===== config.mk =====
export PLATFORM = sky130hd
export DESIGN_NAME = lps_top
export DESIGN_NICKNAME = d
export VERILOG_FILES = /design/src/lps_blink.v /design/src/lps_sync.v /design/src/lps_top.v
export VERILOG_INCLUDE_DIRS = /design/src /design/src/src
export SDC_FILE = /design/constraint.sdc
export NUM_CORES = 1
export LEC_CHECK = 0
export ABC_AREA = 1
export BUFFER_PORTS_ARGS = -buffer_cell sky130_fd_sc_hd__buf_2
export CORE_UTILIZATION = 30
export CTS_BUF_LIST = sky130_fd_sc_hd__clkbuf_8
export DETAILED_ROUTE_END_ITERATION = 16
export GPL_TIMING_DRIVEN = 1
export PLACE_DENSITY_LB_ADDON = 0.12
export SYNTH_ARGS = -nofsm -noshare
export SYNTH_HDL_FRONTEND = slang
export SYNTH_SLANG_ARGS = --single-unit

===== constraint.sdc =====
create_clock -name clock_in -period 1.6 [get_ports clock_in]
set_input_delay 0.24 -clock clock_in [delete_from_list [all_inputs] [get_ports clock_in]]
set_output_delay 0.24 -clock clock_in [all_outputs]
set_load 0.05 [all_outputs]

===== src/lps_map.vh =====
// lps_map.vh: constants for the indicator and power-state block.
// Assumes inclusion by the design files of the lps block and by its bench.
`ifndef LPS_MAP_VH
`define LPS_MAP_VH

// ----------------------------------------------------------------
// timing
// ----------------------------------------------------------------
`define LPS_CLK_PERIOD_NS     4
`define LPS_STRAP_SETTLE_NS   1000
`define LPS_STRAP_SETTLE_CYC  ((`LPS_STRAP_SETTLE_NS + `LPS_CLK_PERIOD_NS - 1) / `LPS_CLK_PERIOD_NS)
`define LPS_TICK_NS           1000000
`define LPS_TICK_CYC          (`LPS_TICK_NS / `LPS_CLK_PERIOD_NS)
`define LPS_DUTY_WINDOW       8'h64

// ----------------------------------------------------------------
// polarity codes
// ----------------------------------------------------------------
`define LPS_POL_AUTO          2'h0
`define LPS_POL_HIGH          2'h1
`define LPS_POL_LOW           2'h2

// ----------------------------------------------------------------
// blink modes
// ----------------------------------------------------------------
`define LPS_MODE_TIMED        1'h0
`define LPS_MODE_AUTO_DUTY    1'h1

// ----------------------------------------------------------------
// indicator function codes
// ----------------------------------------------------------------
`define LPS_FN_LINK_TRAFFIC   4'h0
`define LPS_FN_TRAFFIC_ONLY   4'h1
`define LPS_FN_LINK_ONLY      4'h2
`define LPS_FN_FORCE_ON       4'h3
`define LPS_FN_FORCE_OFF      4'h4
`define LPS_FN_FREE_BLINK     4'h7
`define LPS_FN_NO_DUTY_LO     4'h7
`define LPS_FN_NO_DUTY_HI     4'hA

// ----------------------------------------------------------------
// secondary pin mux selections
// ----------------------------------------------------------------
`define LPS_MUX_OFF           2'h0
`define LPS_MUX_INDICATOR     2'h1

// ----------------------------------------------------------------
// reset values
// ----------------------------------------------------------------
`define LPS_RST_ENABLE        1'h1
`define LPS_RST_POLARITY      `LPS_POL_AUTO
`define LPS_RST_MODE          `LPS_MODE_TIMED
`define LPS_RST_PRI_FUNCTION  `LPS_FN_LINK_TRAFFIC
`define LPS_RST_SEC_FUNCTION  `LPS_FN_TRAFFIC_ONLY
`define LPS_RST_ON_OFF_TIME   16'h3232
`define LPS_RST_MUX_SEL       `LPS_MUX_OFF
`define LPS_RST_LINK_POL      1'h0

`endif


===== src/lps_blink.v =====
// lps_blink.v: one indicator's lit/unlit generator and pin level.
// Assumes a one-cycle tick from the parent time base, same clock.
`timescale 1ns/1ps
`default_nettype none
`include "lps_map.vh"

module lps_blink (
	// clock and reset
	input  wire       clock_in,
	input  wire       sys_rst_in,
	// time base and status
	input  wire       tick_in,
	input  wire       link_in,
	input  wire       activity_in,
	// configuration
	input  wire       enable_in,
	input  wire       active_low_in,
	input  wire       mode_in,
	input  wire [3:0] function_in,
	input  wire [7:0] on_time_in,
	input  wire [7:0] off_time_in,
	// pin level
	output reg        level_out
);

	reg       act_seen_reg;
	reg       blinking_reg;
	reg       on_phase_reg;
	reg [7:0] phase_cnt_reg;
	reg [7:0] win_cnt_reg;
	reg [7:0] act_ticks_reg;
	reg [7:0] pct_reg;
	reg       base_lit;
	reg       blink_wanted;
	reg       lit;

	// ----------------------------------------------------------------
	// function decode
	// ----------------------------------------------------------------
	always @* begin
		base_lit     = 1'b0;
		blink_wanted = 1'b0;
		case (function_in)
			`LPS_FN_LINK_TRAFFIC: begin
				base_lit     = link_in;
				blink_wanted = link_in;
			end
			`LPS_FN_TRAFFIC_ONLY: blink_wanted = 1'b1;
			`LPS_FN_LINK_ONLY:    base_lit     = link_in;
			`LPS_FN_FORCE_ON:     base_lit     = 1'b1;
			default:              base_lit     = 1'b0;
		endcase
	end

	// activity is caught between ticks so short bursts still blink
	always @(posedge clock_in) begin
		if (sys_rst_in)
			act_seen_reg <= 1'b0;
		else if (activity_in)
			act_seen_reg <= 1'b1;
		else if (tick_in)
			act_seen_reg <= 1'b0;
	end

	always @(posedge clock_in) begin
		if (sys_rst_in) begin
			blinking_reg  <= 1'b0;
			on_phase_reg  <= 1'b0;
			phase_cnt_reg <= 8'h00;
		end else if (tick_in) begin
			if (!blinking_reg) begin
				blinking_reg  <= act_seen_reg | (function_in == `LPS_FN_FREE_BLINK);
				on_phase_reg  <= 1'b0;
				phase_cnt_reg <= 8'h00;
			end else if (on_phase_reg ? (phase_cnt_reg >= on_time_in) : (phase_cnt_reg >= off_time_in)) begin
				// a blink cycle ends after the off phase only if no more traffic
				on_phase_reg  <= ~on_phase_reg;
				phase_cnt_reg <= 8'h00;
				if (!on_phase_reg && !act_seen_reg && function_in != `LPS_FN_FREE_BLINK)
					blinking_reg <= 1'b0;
			end else begin
				phase_cnt_reg <= phase_cnt_reg + 8'h01;
			end
		end
	end

	always @(posedge clock_in) begin
		if (sys_rst_in) begin
			win_cnt_reg   <= 8'h00;
			act_ticks_reg <= 8'h00;
			pct_reg       <= 8'h00;
		end else if (tick_in) begin
			if (win_cnt_reg == `LPS_DUTY_WINDOW - 8'h01) begin
				win_cnt_reg   <= 8'h00;
				pct_reg       <= act_ticks_reg + {7'h00, act_seen_reg};
				act_ticks_reg <= 8'h00;
			end else begin
				win_cnt_reg   <= win_cnt_reg + 8'h01;
				act_ticks_reg <= act_ticks_reg + {7'h00, act_seen_reg};
			end
		end
	end

	// lit decision per mode
	always @* begin
		if (mode_in == `LPS_MODE_TIMED) begin
			lit = (blinking_reg && (blink_wanted || function_in == `LPS_FN_FREE_BLINK)) ? on_phase_reg : base_lit;
		end else if (function_in >= `LPS_FN_NO_DUTY_LO && function_in <= `LPS_FN_NO_DUTY_HI) begin
			lit = 1'b0;
		end else begin
			lit = (blink_wanted && pct_reg != 8'h00) ? (win_cnt_reg < pct_reg) : base_lit;
		end
	end

	always @(posedge clock_in) begin
		if (sys_rst_in)
			level_out <= 1'b0;
		else
			level_out <= enable_in ? (lit ^ active_low_in) : active_low_in;
	end

endmodule // lps_blink

`default_nettype wire


===== src/lps_sync.v =====
// lps_sync.v: two-flop synchroniser for pin levels.
// Assumes inputs are asynchronous; only the second stage is read.
`timescale 1ns/1ps
`default_nettype none

module lps_sync #(
	parameter WIDTH = 1
) (
	// clock and reset
	input  wire             clock_in,
	input  wire             sys_rst_in,
	// levels
	input  wire [WIDTH-1:0] async_in,
	input  wire [WIDTH-1:0] rst_val_in,
	output reg  [WIDTH-1:0] sync_out
);

	reg [WIDTH-1:0] meta_reg;

	// first stage feeds the second stage only
	always @(posedge clock_in) begin
		if (sys_rst_in) begin
			meta_reg <= {WIDTH{1'b0}};
			sync_out <= {WIDTH{1'b0}};
		end else begin
			meta_reg <= async_in;
			sync_out <= meta_reg;
		end
	end

	// rst_val_in unused by design: constant-only reset keeps the flops clean
	wire unused_rst_val = |rst_val_in;

endmodule // lps_sync

`default_nettype wire


===== src/lps_top.v =====
// lps_top.v: indicator pins, link pin, strap sampling and power states.
// Assumes control inputs come from management logic on clock_in;
// pins and straps are asynchronous and pass the synchroniser.
`timescale 1ns/1ps
`default_nettype none
`include "lps_map.vh"

// Summary of operation
// - after reset primary indicator enabled, secondary held off by its mux
// - secondary pin driven only when mux select picks the indicator
// - primary indicator drives its pin with no mux
// - per-indicator polarity: autosense default, active high or active low
// - autosense picks polarity from pin level sampled at end of the settle time after reset
// - active high lit means pin high; active low lit means pin low
// - timed mode uses each indicator's on/off time setting
// - automatic mode sets duty from measured activity percentage
// - function codes 7 to 10 unsupported in automatic mode
// - both timed mode; primary link plus traffic, secondary traffic only
// - link pin asserted while negotiated link flag is set
// - link pin active high by default, polarity bit inverts it
// - reset pin low: hardware power-down, pins tristated, writes ignored
// - soft power-down entered by strap after reset or by request
// - readable flag shows soft power-down actually reached
// - soft power-down ignores line, no link, clock and registers kept
// - clearing request leaves power-down and starts autonegotiation
// - straps sampled at end of the settle time after any reset, settings loaded
// - after sampling pins return to normal use, link bring-up starts
// - host writes override strap-derived settings
// - strap low means soft power-down after reset, high means active
module lps_top #(
	parameter TICK_CYCLES = `LPS_TICK_CYC
) (
	// clock and resets
	input  wire        clock_in,
	input  wire        sys_rst_in,
	input  wire        reset_pin_n_in,
	input  wire        soft_reset_in,
	// link status from the phy
	input  wire        negotiated_link_up_flag_in,
	input  wire        traffic_activity_in,
	// strap pin
	input  wire        powerdown_after_reset_strap_in,
	// soft power-down control
	input  wire        soft_powerdown_wr_in,
	input  wire        soft_powerdown_request_in,
	// indicator configuration write
	input  wire        indicator_control_wr_in,
	input  wire        primary_indicator_enable_in,
	input  wire        secondary_indicator_enable_in,
	input  wire [1:0]  primary_indicator_polarity_in,
	input  wire [1:0]  secondary_indicator_polarity_in,
	input  wire        primary_indicator_blink_mode_in,
	input  wire        secondary_indicator_blink_mode_in,
	input  wire [3:0]  primary_indicator_function_in,
	input  wire [3:0]  secondary_indicator_function_in,
	input  wire [15:0] primary_indicator_on_off_time_in,
	input  wire [15:0] secondary_indicator_on_off_time_in,
	input  wire [1:0]  secondary_indicator_mux_sel_in,
	input  wire        link_indicator_polarity_in,
	// indicator pins
	input  wire        primary_indicator_pin_in,
	output reg         primary_indicator_out,
	output reg         primary_indicator_oe_out,
	input  wire        secondary_indicator_pin_in,
	output reg         secondary_indicator_out,
	output reg         secondary_indicator_oe_out,
	// link pin
	output reg         link_up_indicator_pin_out,
	output reg         link_up_indicator_pin_oe_out,
	// power state
	output reg         soft_powerdown_reached_out,
	output reg         soft_powerdown_request_out,
	output reg         hw_powerdown_out,
	output reg         phy_enable_out,
	output reg         pll_run_out,
	output reg         regs_accessible_out,
	output reg         autoneg_start_out
);

	localparam ST_SETTLE = 1'b0;
	localparam ST_ACTIVE = 1'b1;
	localparam integer SETTLE_END = `LPS_STRAP_SETTLE_CYC - 1;
	localparam [15:0] SETTLE_LAST = SETTLE_END[15:0];
	localparam [31:0] TICK_LAST   = TICK_CYCLES - 1;

	wire [3:0] pins_sync;
	wire       rst_pin_n_s;
	wire       strap_s;
	wire       pri_pin_s;
	wire       sec_pin_s;
	wire       any_rst;
	wire       pri_level;
	wire       sec_level;

	reg        state_reg;
	reg [15:0] settle_cnt_reg;
	reg [31:0] tick_cnt_reg;
	reg        tick_reg;
	reg        pd_reg;
	reg        pri_sensed_low_reg;
	reg        sec_sensed_low_reg;
	reg        pri_en_reg;
	reg        sec_en_reg;
	reg [1:0]  pri_pol_reg;
	reg [1:0]  sec_pol_reg;
	reg        pri_mode_reg;
	reg        sec_mode_reg;
	reg [3:0]  pri_fn_reg;
	reg [3:0]  sec_fn_reg;
	reg [15:0] pri_time_reg;
	reg [15:0] sec_time_reg;
	reg [1:0]  mux_sel_reg;
	reg        link_pol_reg;
	reg        link_qual;

	// polarity resolution, used for both indicators
	function active_low_of;
		input [1:0] pol;
		input       sensed_low;
		begin
			active_low_of = (pol == `LPS_POL_LOW) | ((pol == `LPS_POL_AUTO) & sensed_low);
		end
	endfunction

	// ----------------------------------------------------------------
	// pin synchronisers
	// ----------------------------------------------------------------
	lps_sync #(
		.WIDTH (4)
	) u_sync (
		.clock_in   (clock_in),
		.sys_rst_in (sys_rst_in),
		.async_in   ({reset_pin_n_in, powerdown_after_reset_strap_in,
		              primary_indicator_pin_in, secondary_indicator_pin_in}),
		.rst_val_in (4'h0),
		.sync_out   (pins_sync)
	);

	assign rst_pin_n_s = pins_sync[3];
	assign strap_s     = pins_sync[2];
	assign pri_pin_s   = pins_sync[1];
	assign sec_pin_s   = pins_sync[0];

	// pin held low acts as a reset; sync stage reads low until first edges
	assign any_rst = sys_rst_in | ~rst_pin_n_s | soft_reset_in;

	// ----------------------------------------------------------------
	// strap sampling sequence
	// ----------------------------------------------------------------
	// pins float for a settle time so pulls and straps reach a level
	always @(posedge clock_in) begin
		if (any_rst) begin
			state_reg      <= ST_SETTLE;
			settle_cnt_reg <= 16'h0000;
		end else begin
			case (state_reg)
				ST_SETTLE: begin
					if (settle_cnt_reg == SETTLE_LAST)
						state_reg <= ST_ACTIVE;
					else
						settle_cnt_reg <= settle_cnt_reg + 16'h0001;
				end
				default: state_reg <= ST_ACTIVE;
			endcase
		end
	end

	// capture strap and sense levels at end of settle
	always @(posedge clock_in) begin
		if (any_rst) begin
			pri_sensed_low_reg <= 1'b0;
			sec_sensed_low_reg <= 1'b0;
		end else if (state_reg == ST_SETTLE && settle_cnt_reg == SETTLE_LAST) begin
			// a pin pulled high means the led hangs from supply
			pri_sensed_low_reg <= pri_pin_s;
			sec_sensed_low_reg <= sec_pin_s;
		end
	end

	// ----------------------------------------------------------------
	// soft power-down request
	// ----------------------------------------------------------------
	// strap loads the request; a later host write always wins
	always @(posedge clock_in) begin
		if (any_rst) begin
			pd_reg <= 1'b1;
		end else if (state_reg == ST_SETTLE && settle_cnt_reg == SETTLE_LAST) begin
			pd_reg <= ~strap_s;
		end else if (state_reg == ST_ACTIVE && soft_powerdown_wr_in) begin
			pd_reg <= soft_powerdown_request_in;
		end
	end

	// ----------------------------------------------------------------
	// indicator configuration
	// ----------------------------------------------------------------
	// writes land only once registers are reachable
	always @(posedge clock_in) begin
		if (any_rst) begin
			pri_en_reg   <= `LPS_RST_ENABLE;
			sec_en_reg   <= `LPS_RST_ENABLE;
			pri_pol_reg  <= `LPS_RST_POLARITY;
			sec_pol_reg  <= `LPS_RST_POLARITY;
			pri_mode_reg <= `LPS_RST_MODE;
			sec_mode_reg <= `LPS_RST_MODE;
			pri_fn_reg   <= `LPS_RST_PRI_FUNCTION;
			sec_fn_reg   <= `LPS_RST_SEC_FUNCTION;
			pri_time_reg <= `LPS_RST_ON_OFF_TIME;
			sec_time_reg <= `LPS_RST_ON_OFF_TIME;
			mux_sel_reg  <= `LPS_RST_MUX_SEL;
			link_pol_reg <= `LPS_RST_LINK_POL;
		end else if (state_reg == ST_ACTIVE && indicator_control_wr_in) begin
			pri_en_reg   <= primary_indicator_enable_in;
			sec_en_reg   <= secondary_indicator_enable_in;
			pri_pol_reg  <= primary_indicator_polarity_in;
			sec_pol_reg  <= secondary_indicator_polarity_in;
			pri_mode_reg <= primary_indicator_blink_mode_in;
			sec_mode_reg <= secondary_indicator_blink_mode_in;
			pri_fn_reg   <= primary_indicator_function_in;
			sec_fn_reg   <= secondary_indicator_function_in;
			pri_time_reg <= primary_indicator_on_off_time_in;
			sec_time_reg <= secondary_indicator_on_off_time_in;
			mux_sel_reg  <= secondary_indicator_mux_sel_in;
			link_pol_reg <= link_indicator_polarity_in;
		end
	end

	// ----------------------------------------------------------------
	// blink time base
	// ----------------------------------------------------------------
	// one tick per period; blink counts are in ticks to keep them narrow
	always @(posedge clock_in) begin
		if (any_rst) begin
			tick_cnt_reg <= 32'h00000000;
			tick_reg     <= 1'b0;
		end else if (tick_cnt_reg == TICK_LAST) begin
			tick_cnt_reg <= 32'h00000000;
			tick_reg     <= 1'b1;
		end else begin
			tick_cnt_reg <= tick_cnt_reg + 32'h00000001;
			tick_reg     <= 1'b0;
		end
	end

	// line status is ignored during soft power-down
	always @* begin
		link_qual = negotiated_link_up_flag_in & ~pd_reg & (state_reg == ST_ACTIVE);
	end

	// ----------------------------------------------------------------
	// indicator generators
	// ----------------------------------------------------------------
	lps_blink u_pri (
		.clock_in      (clock_in),
		.sys_rst_in    (any_rst),
		.tick_in       (tick_reg),
		.link_in       (link_qual),
		.activity_in   (traffic_activity_in & link_qual),
		.enable_in     (pri_en_reg),
		.active_low_in (active_low_of(pri_pol_reg, pri_sensed_low_reg)),
		.mode_in       (pri_mode_reg),
		.function_in   (pri_fn_reg),
		.on_time_in    (pri_time_reg[15:8]),
		.off_time_in   (pri_time_reg[7:0]),
		.level_out     (pri_level)
	);

	lps_blink u_sec (
		.clock_in      (clock_in),
		.sys_rst_in    (any_rst),
		.tick_in       (tick_reg),
		.link_in       (link_qual),
		.activity_in   (traffic_activity_in & link_qual),
		.enable_in     (sec_en_reg),
		.active_low_in (active_low_of(sec_pol_reg, sec_sensed_low_reg)),
		.mode_in       (sec_mode_reg),
		.function_in   (sec_fn_reg),
		.on_time_in    (sec_time_reg[15:8]),
		.off_time_in   (sec_time_reg[7:0]),
		.level_out     (sec_level)
	);

	// ----------------------------------------------------------------
	// pin drivers
	// ----------------------------------------------------------------
	// pins drive only after the straps are taken
	always @(posedge clock_in) begin
		if (any_rst) begin
			primary_indicator_out        <= 1'b0;
			primary_indicator_oe_out     <= 1'b0;
			secondary_indicator_out      <= 1'b0;
			secondary_indicator_oe_out   <= 1'b0;
			link_up_indicator_pin_out    <= 1'b0;
			link_up_indicator_pin_oe_out <= 1'b0;
		end else begin
			primary_indicator_out        <= pri_level;
			primary_indicator_oe_out     <= (state_reg == ST_ACTIVE);
			secondary_indicator_out      <= sec_level;
			secondary_indicator_oe_out   <= (state_reg == ST_ACTIVE) && (mux_sel_reg == `LPS_MUX_INDICATOR);
			link_up_indicator_pin_out    <= link_qual ^ link_pol_reg;
			link_up_indicator_pin_oe_out <= (state_reg == ST_ACTIVE);
		end
	end

	// ----------------------------------------------------------------
	// power state outputs
	// ----------------------------------------------------------------
	// autoneg kick on leaving power-down or active start
	always @(posedge clock_in) begin
		if (any_rst) begin
			soft_powerdown_reached_out <= 1'b0;
			soft_powerdown_request_out <= 1'b0;
			hw_powerdown_out           <= 1'b1;
			phy_enable_out             <= 1'b0;
			pll_run_out                <= 1'b0;
			regs_accessible_out        <= 1'b0;
			autoneg_start_out          <= 1'b0;
		end else begin
			// reached only once active and power-down in force
			soft_powerdown_reached_out <= (state_reg == ST_ACTIVE) & pd_reg;
			soft_powerdown_request_out <= pd_reg;
			hw_powerdown_out           <= 1'b0;
			// pll and register access kept in soft power-down
			phy_enable_out             <= (state_reg == ST_ACTIVE) & ~pd_reg;
			pll_run_out                <= (state_reg == ST_ACTIVE);
			regs_accessible_out        <= (state_reg == ST_ACTIVE);
			autoneg_start_out          <= (state_reg == ST_ACTIVE) & ~pd_reg & ~phy_enable_out;
		end
	end

endmodule // lps_top

`default_nettype wire

==> results.sh <==
export IMPL_vias=8554
export IMPL_core_um2=30600
export IMPL_wire_per_inst_um=13.2
export IMPL_hpwl_um=17800
export IMPL_grt_pass1_wl_um=40200
export IMPL_synth_edf_count=0
export IMPL_crit_path_start_kind="flop"
export IMPL_die_area_um2=31900
export IMPL_slew_headroom_pct=73.4
export IMPL_critPathMaxFanout=8
export IMPL_grt_max_degree=63
export IMPL_use_met3_pct=2.90
export IMPL_critPathKind="flop to flop"
export IMPL_drt_iter0_markers=318
export IMPL_stdcell_count=1889
export IMPL_synthTopCellsByCount="nand2_1, dfxtp_1, inv_1"
export IMPL_first_global_vias=8271
export IMPL_yosysMostFrequentCell="nand2_1"
export IMPL_grt_overflow=0
export IMPL_layout_area_overhead_vs_synth_pct=33.9
export IMPL_use_met2_pct=26.5
export IMPL_drive_gt1_share_pct=28.1
export IMPL_placed_area_um2=11100
export IMPL_ant_nets=0
export IMPL_hold_violations=0
export IMPL_ys_seq_area_share_pct=41.3
export IMPL_whs_ns=0.0490
export IMPL_drv_cap=0
export IMPL_numCtsBuffers=17
export IMPL_drc=0
export IMPL_clk_pin_slew_ns=0.10
export IMPL_dpl_cell_count=1813
export IMPL_antenna_found_initial=0
export IMPL_insertion_delay_ns=0.48
export IMPL_fin_crit_sh_pct=98.5
export IMPL_wl_um=24900
export IMPL_p_leak_uw=0.00499
export IMPL_ir_drop_v=0.000538
export IMPL_power_uw=8260
export IMPL_worstMarginPinSlew_ns=0.399
export IMPL_row_count=64
export IMPL_worstSetupEndpointType="flop"
export IMPL_ys_flop_type="dfxtp_1"
export IMPL_critPathRequiredTime_ns=2.02
export IMPL_fin_crit_ns=1.58
export IMPL_drv_slew=0
export IMPL_diodes=0
export IMPL_yosys_area_top_type="dfxtp_1"
export IMPL_min_path_type="input port to flop"
export IMPL_grt_busiest_layer="met2"
export IMPL_synthCells=1250
export IMPL_largest_reg_flops=32
export IMPL_ioPinCount=76
export IMPL_die_h_um=179
export IMPL_yosysTopAreaCellShare_pct=41.3
export IMPL_htreeDepth=4
export IMPL_avgSynthCellArea_um2=7.48
export IMPL_cts_root_buf="clkbuf_8"
export IMPL_yosys_warnings=0
export IMPL_start_util_pct=30.6
export IMPL_io_buffers=75
export IMPL_dr_pass1_iters=5
export IMPL_setup_violations=0
export IMPL_n_fill_cell=3229
export IMPL_cts_buffer_depth=2
export IMPL_fin_skew_ns=0.0234
export IMPL_gp_congestion=0.803
export IMPL_synth_area_top_cells="dfxtp_1, nand2_1, ha_1, inv_1, a21oi_1"
export IMPL_cts_tree="yes"
export IMPL_clock_sinks=193
export IMPL_use_met1_pct=21.3
export IMPL_powerDensity_nw_per_um2=660
export IMPL_critPathArrivalTime_ns=2.00
export IMPL_final_area_um2=12500
export IMPL_syn_area_um2=9350
export IMPL_ys_ff_latch=193
export IMPL_die_x_um=179
export IMPL_synth_net_count=1370
export IMPL_rsz0062_at_grt="true"
export IMPL_fin_nets=1600
export IMPL_synthArstFlopShare_pct=0
export IMPL_max_freq_ghz=0.634
export IMPL_synth_distinct_cells=45
export IMPL_outcome="completed"
export IMPL_grtUsageTotal_pct=16.0
export IMPL_post_drt_via_cell_ratio=4.53
[placed cells by master (no fill, tap or decap), types with 34 or more instances in the layout]
cell,instances
nand2_1,222
dfxtp_1,154
inv_1,152
buf_4,127
a21oi_1,111
nor2_1,107
buf_2,75
o21ai_0,69
nand3_1,51
ha_1,37
dfxtp_2,34
[final cells by class]
| cell class | count | area, µm² | area share, % |
|---|---|---|---|
| Clock buffer | 17 | 234 | 1.87 |
| Tap cell | 396 | 495 | 3.96 |
| Timing Repair Buffer | 248 | 1880 | 15.0 |
| Inverter | 169 | 637 | 5.09 |
| Multi-Input combinational cell | 851 | 5200 | 41.6 |
| Sequential cell | 193 | 3930 | 31.4 |
| Clock inverter | 15 | 146 | 1.17 |
[worst paths after layout]
path	startpoint	end	slack, ns	cells past startpoint
worst max register to register	u_sec.phase_cnt_reg[0]	u_sec.on_phase_reg	0.02	13
worst min-delay path	secondary_indicator_on_off_time_in[14]	sec_time_reg[14]	0.05	3
worst min register to register	u_sync.meta_reg[1]	u_sync.sync_out[1]	0.41	2
worst max-delay path	u_sec.phase_cnt_reg[0]	u_sec.on_phase_reg	0.02	13
[layer usage]
metal	part of all wire, %	wire [µm]
met3	3.2	789
met2	47	11700
met1	49	12200
met5	0	0
met4	0.76	189
[what timing repair did]
item                                    in CTS  in global routing
endpoints found under the setup margin      66                109
buffers inserted                             3                 10
hold endpoints to repair                    30                  0
pin swaps                                   20                 41
hold buffers                                30                  0
gates resized for setup                     45                123
cloned                                       0                  1
[logic make-up (layout without fill, tap and decap cells)]
logic type               count (synthesis)  in the layout  share of synthesized area, %
adder cells (fa/ha/maj)                 57             57                          7.63
flip-flops                             193            193                          41.3
buffers and inverters                  206            449                          8.66
XOR/XNOR                                46             46                          4.31
AND/OR/NAND/NOR                        529            529                          25.8
AO/OA/AOI/OAI                          219            219                          12.3
[stage by stage]
stage	setup WS [ns]	setup TNS, ns	util [%]
final	0.0238	0	40.9
after global routing	-0.186	-2.51	40.9
after CTS	-0.0319	-0.0347	39.1
after detailed placement	-0.145	-1.67	36.3
after global placement	-0.108	-1.38	36.3
after floorplan	0.0174	0	-
[worst max-delay path, cell delays in order, from the launching register on]
cell and delay, ns:
dfxtp_2 0.35, inv_2 0.05, ha_1 0.26, nand2_1 0.06, nand3_1 0.08, nand2_1 0.07
nand2_1 0.05, nand2_1 0.06, nand2_1 0.07, nand2_2 0.09, nand3_2 0.08, nand2_2 0.10
nand2_4 0.10, a21oi_2 0.13
[power by group]
part | internal [µW] | switching [µW] | total [µW]
combinational | 130 | 92.4 | 222
clock | 1280 | 1950 | 3230
sequential | 4800 | 3.12 | 4810
total | 6210 | 2050 | 8260
No activity file was read; power rests on OpenSTA's default activity.
